===== src/design/fcs_pkg.sv =====
// Package: register map, field positions and constants of the flash config/status block
package fcs_pkg;
    // Register indices as printed; byte address is four times the index
    localparam logic [15:0] FCS_IDX_CFG_ONE = 16'hf221;
    localparam logic [15:0] FCS_IDX_CFG_TWO = 16'hf222;
    localparam logic [15:0] FCS_IDX_STATUS = 16'hf240;
    localparam logic [15:0] FCS_IDX_OP = 16'hf250;
    localparam logic [17:0] FCS_ADDR_CFG_ONE = {FCS_IDX_CFG_ONE, 2'b00};
    localparam logic [17:0] FCS_ADDR_CFG_TWO = {FCS_IDX_CFG_TWO, 2'b00};
    localparam logic [17:0] FCS_ADDR_STATUS = {FCS_IDX_STATUS, 2'b00};
    localparam logic [17:0] FCS_ADDR_OP = {FCS_IDX_OP, 2'b00};
    localparam int FCS_AW = 18;

    localparam logic [15:0] FCS_CFG_ONE_RST = 16'h40c0;
    localparam logic [15:0] FCS_STATUS_RST = 16'h0000;
    // Software-writable bits of the first configuration register
    localparam logic [15:0] FCS_CFG_ONE_WMASK = 16'hfff0;

    // Configuration field positions
    localparam int FCS_CFG_RM = 15;
    localparam int FCS_CFG_BL_HI = 11;
    localparam int FCS_CFG_BL_LO = 9;
    localparam int FCS_CFG_ECC = 8;
    localparam int FCS_CFG_READY_PIN_POLARITY = 7;
    localparam int FCS_CFG_IRQ_PIN_POLARITY = 6;
    localparam int FCS_CFG_OE = 5;
    localparam int FCS_CFG_RDYCONF = 4;
    localparam int FCS_CFG_BWP = 0;

    // Status field positions
    localparam int FCS_ST_ONGO = 15;
    localparam int FCS_ST_LOCK = 14;
    localparam int FCS_ST_LOAD = 13;
    localparam int FCS_ST_PROG = 12;
    localparam int FCS_ST_ERASE = 11;
    localparam int FCS_ST_ERR = 10;
    localparam int FCS_ST_SUS = 9;
    localparam int FCS_ST_RST = 7;
    localparam int FCS_ST_ONETIME_BLOCK_LOCKED = 6;

    // Operation register bits (fcs_regs does not decode this register; an access reads zero with pslverr)
    localparam int FCS_OP_INT_READY = 0;

    // Burst size codes
    typedef enum logic [2:0] {
        FCS_BL_CONT = 3'b000,
        FCS_BL_4 = 3'b001,
        FCS_BL_8 = 3'b010,
        FCS_BL_16 = 3'b011,
        FCS_BL_32 = 3'b100
    } fcs_bl_t;
    localparam int FCS_CONT_WORDS = 1024;
    localparam int FCS_CNT_W = 11;
endpackage


===== src/design/fcs_regs.sv =====
// Configuration and controller status registers with APB slave and burst ready timing
`timescale 1ns/1ps

// Contract
// - Burst size field bits 11:9: continuous, 4, 8, 16, 32 words; others reserved.
// - Continuous setting delivers up to 1K words, as clocks allow.
// - Bit 8 zero applies error correction, one bypasses it.
// - Bit 7 sets ready pin polarity, one means high for ready.
// - Bit 6 sets interrupt pin polarity, one means low while busy.
// - Interrupt and ready pins float until bit 5 is written one.
// - Pin output enable clears on cold reset or written zero.
// - Bit 4 zero: ready one clock before data; one: with data.
// - Read mode zero: async reads; one: sync reads; writes always async.
// - Bit 0 is read-only boot buffer protect flag, always zero.
// - Second configuration register is reserved, no function.
// - Controller status register is read-only, resets to zero.
// - Status bit 15 shows overall device busy.
// - Status bit 14 shows access to locked buffer or block.
// - Status bits 13..11 show load, program, erase busy or error.
// - Status bit 10 shows failure, invalid command or reset cut-off.
// - Status bit 9 shows erase suspended until resumed.
// - Status bit 7 shows reset in progress.
// - Status bit 6 shows one-time block locked, refreshed at power-on.
// - Read mode selection sits at configuration bit 15.
// - First configuration register is read/write, resets to 40c0.
module fcs_regs #(
    parameter int CONT_WORDS = fcs_pkg::FCS_CONT_WORDS
) (
    // Clock and reset
    input wire logic ref_clk,
    input wire logic rst,
    // APB slave
    input wire logic psel,
    input wire logic penable,
    input wire logic pwrite,
    input wire logic [fcs_pkg::FCS_AW-1:0] paddr,
    input wire logic [31:0] pwdata,
    output logic [31:0] prdata,
    output logic pready,
    output logic pslverr,
    // Flash engine status (same clock)
    input wire logic eng_busy,
    input wire logic eng_lock,
    input wire logic eng_load,
    input wire logic eng_prog,
    input wire logic eng_erase,
    input wire logic eng_err,
    input wire logic eng_sus,
    input wire logic eng_reset_busy,
    input wire logic eng_int_ready,
    // One-time block lock level from the array, sampled after power-on
    input wire logic otp_lock_in,
    // Burst interface: host burst clock pin and start of a sync burst
    input wire logic burst_clk,
    input wire logic burst_start,
    // Configuration and burst status outputs to the datapath
    output logic read_mode_sel,
    output logic ecc_bypass,
    output logic [2:0] burst_size_sel,
    output logic burst_active,
    output logic data_valid,
    // Ready and interrupt pins
    output logic rdy_o,
    output logic rdy_oe,
    output logic irq_o,
    output logic irq_oe
);
    import fcs_pkg::*;

    // ------------------------------------------------------------
    // Registers
    // ------------------------------------------------------------
    logic [15:0] cfg_one_r;
    logic [15:0] status_r;
    logic [31:0] prdata_r;
    logic pslverr_r;
    logic otp_seen_r;
    logic bclk_s1_r, bclk_s2_r, bclk_s3_r;
    logic [FCS_CNT_W-1:0] words_left_r;
    logic burst_r;
    logic rdy_r;
    logic irq_r;
    logic valid_r;
    logic word_r;

    wire logic acc = psel && penable;
    wire logic wr = acc && pwrite;
    wire logic bclk_rise = bclk_s2_r && !bclk_s3_r;

    function automatic logic [FCS_CNT_W-1:0] burst_words(input logic [2:0] code);
        unique case (code)
            FCS_BL_4: burst_words = FCS_CNT_W'(4);
            FCS_BL_8: burst_words = FCS_CNT_W'(8);
            FCS_BL_16: burst_words = FCS_CNT_W'(16);
            FCS_BL_32: burst_words = FCS_CNT_W'(32);
            default: burst_words = FCS_CNT_W'(CONT_WORDS);
        endcase
    endfunction

    function automatic logic known_addr(input logic [FCS_AW-1:0] a);
        known_addr = (a == FCS_ADDR_CFG_ONE) || (a == FCS_ADDR_CFG_TWO) || (a == FCS_ADDR_STATUS);
    endfunction

    // ------------------------------------------------------------
    // Configuration register
    // ------------------------------------------------------------
    always_ff @(posedge ref_clk or posedge rst) begin
        if (rst) begin
            cfg_one_r <= FCS_CFG_ONE_RST;
        end else if (wr && paddr == FCS_ADDR_CFG_ONE) begin
            // Bits 3:0 stay fixed; protect flag always locked
            cfg_one_r <= (pwdata[15:0] & FCS_CFG_ONE_WMASK) | (FCS_CFG_ONE_RST & ~FCS_CFG_ONE_WMASK);
        end
    end

    assign read_mode_sel = cfg_one_r[FCS_CFG_RM];
    assign ecc_bypass = cfg_one_r[FCS_CFG_ECC];
    assign burst_size_sel = cfg_one_r[FCS_CFG_BL_HI:FCS_CFG_BL_LO];

    // ------------------------------------------------------------
    // Status snapshot
    // ------------------------------------------------------------
    // One-time lock caught once after reset release, never under reset
    always_ff @(posedge ref_clk or posedge rst) begin
        if (rst) begin
            otp_seen_r <= 1'b0;
            status_r <= FCS_STATUS_RST;
        end else begin
            otp_seen_r <= otp_seen_r | otp_lock_in;
            status_r <= FCS_STATUS_RST;
            status_r[FCS_ST_ONGO] <= eng_busy;
            status_r[FCS_ST_LOCK] <= eng_lock;
            status_r[FCS_ST_LOAD] <= eng_load;
            status_r[FCS_ST_PROG] <= eng_prog;
            status_r[FCS_ST_ERASE] <= eng_erase;
            status_r[FCS_ST_ERR] <= eng_err;
            status_r[FCS_ST_SUS] <= eng_sus;
            status_r[FCS_ST_RST] <= eng_reset_busy;
            status_r[FCS_ST_ONETIME_BLOCK_LOCKED] <= otp_seen_r | otp_lock_in;
        end
    end

    // ------------------------------------------------------------
    // APB read path: zero-wait, reserved register reads zero
    // ------------------------------------------------------------
    always_ff @(posedge ref_clk or posedge rst) begin
        if (rst) begin
            prdata_r <= 32'h0000_0000;
            pslverr_r <= 1'b0;
        end else if (psel && !penable) begin
            pslverr_r <= !known_addr(paddr);
            // Writes to the status and reserved registers are dropped
            if (paddr == FCS_ADDR_CFG_ONE) begin
                prdata_r <= {16'h0000, cfg_one_r};
            end else if (paddr == FCS_ADDR_STATUS) begin
                prdata_r <= {16'h0000, status_r};
            end else begin
                prdata_r <= 32'h0000_0000;
            end
        end
    end

    assign pready = 1'b1;
    assign prdata = prdata_r;
    assign pslverr = pslverr_r && acc;

    // ------------------------------------------------------------
    // Burst clock sampling and word counting
    // ------------------------------------------------------------
    always_ff @(posedge ref_clk or posedge rst) begin
        if (rst) begin
            bclk_s1_r <= 1'b0;
            bclk_s2_r <= 1'b0;
            bclk_s3_r <= 1'b0;
        end else begin
            bclk_s1_r <= burst_clk;
            bclk_s2_r <= bclk_s1_r;
            bclk_s3_r <= bclk_s2_r;
        end
    end

    // Burst ends after the configured count; if the host stops clocking early, burst_r stays set until the next start
    always_ff @(posedge ref_clk or posedge rst) begin
        if (rst) begin
            burst_r <= 1'b0;
            words_left_r <= '0;
        end else if (burst_start && read_mode_sel) begin
            burst_r <= 1'b1;
            words_left_r <= burst_words(burst_size_sel);
        end else if (burst_r && bclk_rise) begin
            words_left_r <= words_left_r - FCS_CNT_W'(1);
            if (words_left_r == FCS_CNT_W'(1)) begin
                burst_r <= 1'b0;
            end
        end
    end

    always_ff @(posedge ref_clk or posedge rst) begin
        if (rst) begin
            word_r <= 1'b0;
            valid_r <= 1'b0;
        end else begin
            // Extra stage lets early ready lead the word without reading the first sync flop
            word_r <= burst_r && bclk_rise;
            valid_r <= word_r;
        end
    end

    assign burst_active = burst_r;
    assign data_valid = valid_r;

    // ------------------------------------------------------------
    // Ready and interrupt pins
    // ------------------------------------------------------------
    // Early ready leads the data-valid pulse by one cycle
    wire logic rdy_level = cfg_one_r[FCS_CFG_RDYCONF] ? word_r : (burst_r && bclk_rise);

    always_ff @(posedge ref_clk or posedge rst) begin
        if (rst) begin
            rdy_r <= 1'b0;
            irq_r <= 1'b0;
        end else begin
            rdy_r <= cfg_one_r[FCS_CFG_READY_PIN_POLARITY] ? (rdy_level | ~burst_r) : ~(rdy_level | ~burst_r);
            irq_r <= cfg_one_r[FCS_CFG_IRQ_PIN_POLARITY] ? eng_int_ready : ~eng_int_ready;
        end
    end

    assign rdy_o = rdy_r;
    assign irq_o = irq_r;
    assign rdy_oe = cfg_one_r[FCS_CFG_OE];
    assign irq_oe = cfg_one_r[FCS_CFG_OE];
endmodule // fcs_regs


===== config.mk =====
export PLATFORM = sky130hd
export DESIGN_NAME = fcs_regs
export DESIGN_NICKNAME = d
export VERILOG_FILES = /design/src/design/fcs_pkg.sv /design/src/design/fcs_regs.sv
export SDC_FILE = /design/constraint.sdc
export NUM_CORES = 1
export LEC_CHECK = 0
export ABC_AREA = 0
export BUFFER_PORTS_ARGS = -buffer_cell sky130_fd_sc_hd__buf_4
export CORE_MARGIN = 2
export CORE_UTILIZATION = 35
export DETAILED_ROUTE_END_ITERATION = 10
export PLACE_DENSITY = 0.6
export SYNTH_ARGS = -nofsm -noshare
export SYNTH_HDL_FRONTEND = slang
export SYNTH_SLANG_ARGS = --single-unit

===== constraint.sdc =====
create_clock -name ref_clk -period 2.4 [get_ports ref_clk]
set_clock_uncertainty 0.1 [all_clocks]
set_input_delay 0.48 -clock ref_clk [delete_from_list [all_inputs] [get_ports ref_clk]]
set_output_delay 0.48 -clock ref_clk [all_outputs]
set_load 0.05 [all_outputs]

-- After elaboration in Yosys (flattened, before gate mapping)
Index checks and enable logic that the tools add are counted.
W data, S select, Z words.
- equal/unequal tests: 8
- bitwise operators: 5
- shifts and indexed selects: 0
- div/mod/pow operators: 0
- add/subtract/negate cells: 1
- muxes and demuxes: 11
- reductions and logical operators: 16
- $lt $le $gt $ge: 0
- $mul: 0
- operator list (cell ; count):
    $eq A18 B18 Y1 const B ; 3
    $pmux W11 S4 ; 1
    $mux W16 ; 2
    $mux W11 ; 2
    $eq A11 B1 Y1 const B ; 1
    $sub A11 B1 Y11 const B ; 1
    $logic_and A1 B1 Y1 ; 8
    $eq A3 B2 Y1 const B ; 2
    $mux W1 ; 6
    $reduce_bool A2 Y1 ; 2
    $eq A3 B1 Y1 const B ; 1
    $eq A3 B3 Y1 const B ; 1
    $logic_not A1 Y1 ; 3
    $not A1 Y1 ; 3
    $logic_or A1 B1 Y1 ; 2
    $or A1 B1 Y1 ; 2
    $reduce_and A2 Y1 ; 1
- register bits after elaboration: 74
- bits in latches: 0
- bits in read-only memories: 0
- output and inout bits: 45
- memories: 0
- input bits: 67
- memory bits (writable): 0
- logic and storage cells: 55

-- Logic depth before layout (Yosys ltp)
- depth in word-level cells: 7
- depth in mapped cells: 6
- depth with buffers taken out: 6

-- Worst setup path before layout
Ideal clock, no wire load.
- path type: in2reg
- start point: in paddr[9] in the netlist's numbering
- end point: reg cfg_one_r[10]
- setup time: 125 ps
- path slack: 545 ps
- cell stages on the path: 5
- arrival: 1630 ps
- cell sequence: nor4bb_1 > nand3_1 > nor3_4 > buf_12 > mux2_4
- word-level cells in the longest chain between the ends: 2
- RTL lines (what ; line ; source):
    start, declared ; fcs_regs.sv:36 ; input wire logic [fcs_pkg::FCS_AW-1:0] paddr,
    $eq A18 B18 Y1 ; fcs_regs.sv:110 ; end else if (wr && paddr == FCS_ADDR_CFG_ONE) begin
    $logic_and A1 B1 Y1 ; fcs_regs.sv:110 ;
    end signal, assigned ; fcs_regs.sv:112 ; cfg_one_r <= (pwdata[15:0] & FCS_CFG_ONE_WMASK) | (FCS_CFG_ONE_RST & ~FCS_CFG_ONE_WMASK);
    end, declared ; fcs_regs.sv:73 ; logic [15:0] cfg_one_r;
Every way passes these cells.
A chain may end at the register's enable or synchronous reset.

-- Worst setup path after layout
- start point: in paddr[9] in the netlist's numbering
- end point: reg cfg_one_r[15]
Same word-level chain as after synthesis.

==> results.ini <==
[floorplanning]
placementRows=31
fp.dieW_um=89.3
initial_core_util=0.357
io_pins=112
fp.dieH_um=89.3
core_region_area_um2=7140
die_area_um2=7980

[detailed_routing]
viasPerCell=4.44
wl_per_cell_um=12.6
routed_wirelength_mm=4.93
drt_iter0_markers=43
drt_pass1_iterations=4
num_vias=1742
antenna_left=0
drc=0

[yosys]
syn_inst=221
synth_top_area_frac=0.491
async_reset_ff_frac=1.00
synth_seq_area_share=0.522
syn_area_um2=2550
synth_top_area_cell=dfrtp_1
ys_top_cells_by_area=dfrtp_1 49%, buf_4 7.4%, mux2_4 5.9%, dfstp_2 3.1%, nand3_1 2.7%
synth_area_per_cell_um2=11.5
synth_seq_cells=53
ys.flop_type=dfrtp_1
synth_edf_count=0
yosysWarnings=0
ys_types=44

[run_status]
status=finished clean

[pwr]
p_per_area_nw_per_um2=595
pwr-share-seq=0.524
leakagePower_uw=0.00153
max-vdd-ir-drop_mv=0.249
power_switching_uw=528
pwr-share-clk=0.312
p_comb_frac=0.164
power_uw=1910
power.internal_uw=1390
switching_share=0.276

[clocking]
h-tree-depth=2
cts_setup_buffers=0
ctsResizeCount=0
cts.root.buffer_cell=clkbuf_8
cts_tree=built
cts.clk_slew.worst_paths_ns=0.09
ctsHoldBuffers=0
clock_latency_ns=0.30
clkSinkCount=53
ctsLongestPathBuffers=2
numCtsBuffers=5

[layout]
layout_common_cells=76 x buf_4, 50 x dfrtp_1, 21 x conb_1
final_common_cell=buf_4
nNetsFinal=361
instances_no_fill=392
area_delta_synth_final_pct=26.1
n_antenna_cell=0
drive_gt1_frac=0.372

[critical_path]
startpoint_type=primary input
cp_max_fo=8
arrival_ns=1.90
crit_type=in2reg
end_kind=register
required_ns=2.50

[place]
place.gp.congestion=0.773
place_inst=384
port_buffers=70
dp_hpwl_mm=3.77

[sta]
drv_slew=0
hold_viol=0
fin_hold_ws_ns=0.0882
finalCritPeriodShare=0.750
fmax_mhz=556
fin_crit_ns=1.80
rsz0062_at_grt=no
tightestPinTransition_ns=0.594
fin_setup_tns_ns=0
relSlewSlack=0.602
setup_viol=0

[min_path]
min_path_type=in2async

[grt]
grt_antenna_before_repair=0
grt_start_max_net_pins=33
grt_pass1_wl_mm=8.26
grt_remaining_overflow=0
grt_pass1_vias=1739
grt_usage=0.135

[job]
maxCapViolCount=0

-- state kept, by name, summed over array words and instances (netlist names), 9 cells and up --
register / cells
cfg_one_r: 12
status_r: 9
prdata: 12
words_left_r: 11
-- kinds of logic after synthesis --
logic type,count (synthesis),share of synthesized area
adder cells (fa/ha/maj),2,0.00982
other,2,0.00295
multiplexers,12,0.0677
buffers and inverters,36,0.0972
XOR/XNOR,14,0.0481
AND/OR/NAND/NOR,71,0.175
flip-flops,53,0.522
AO/OA/AOI/OAI,31,0.0771
-- metal layers --
layer | share of wire | routed length [um] | track usage | vias to the layer above
li1 | - | - | - | 858
met1 | 0.43 | 2140 | 0.180 | 813
met2 | 0.48 | 2390 | 0.215 | 67
met3 | 0.077 | 382 | 0.0406 | 4
met4 | 0.0051 | 25 | 0.0366 | 0
met5 | 0 | 0 | 0 | -
-- cells in the mapped netlist (all sizes together), types with 3 or more instances --
| cell type | number |
|---|---|
| nand3b | 4 |
| inv | 4 |
| nand4 | 3 |
| clkbuf | 4 |
| nand2 | 15 |
| nor2 | 11 |
| xor2 | 8 |
| nor3 | 3 |
| buf | 28 |
| a22o | 3 |
| o21ai | 14 |
| nand3 | 15 |
| nor2b | 4 |
| dfstp | 3 |
| mux2 | 12 |
| a21o | 9 |
| xnor2 | 6 |
| dfrtp | 50 |
-- power by group through the flow --
stage	logic (uW)	clock network, uW	registers (uW)
final	313	598	1000
after global routing	349	658	1010
after CTS	317	625	1000
after detailed placement	314	0	1020
after global placement	311	0	1020
after floorplan	230	0	1020
-- critical path, cell delays in order --
cell      delay [ns]
buf_4           0.11
nor4bb_1        0.39
nand3_1         0.19
nor3_4          0.16
buf_4           0.23
mux2_2          0.35
-- through the flow --
stage	worst slack [ns]	utilization	instance area [um2]
global route	0.474	0.450	3210
floorplan	0.539	-	2620
global placement	0.225	0.435	3100
finish	0.601	0.450	3210
CTS	0.570	0.450	3210
detailed placement	0.242	0.435	3100
-- cell type report --
type | count | area (um2)
multi-input combinational | 151 | 1040
timing repair buffer | 77 | 591
clock buffer | 5 | 68.8
sequential | 53 | 1330
clock inverter | 3 | 43.8
fill | 678 | 3920
tap | 99 | 124
inverter | 4 | 15.0
-- final timing paths --
path	cells past startpoint	endpoint	startpoint	slack, ns
setup / recovery	6	cfg_one_r[15]	paddr[9]	0.60
hold / removal	2	rdy_o	rst	0.09
setup reg to reg	6	words_left_r[10]	words_left_r[0]	0.73
hold reg to reg	0	bclk_s2_r	bclk_s1_r	0.26
max in group asynchronous	3	cfg_one_r[14]	rst	1.52
min in group ref_clk	1	status_r[11]	eng_erase	0.18
Note: power is estimated with default switching activity, not from simulation.
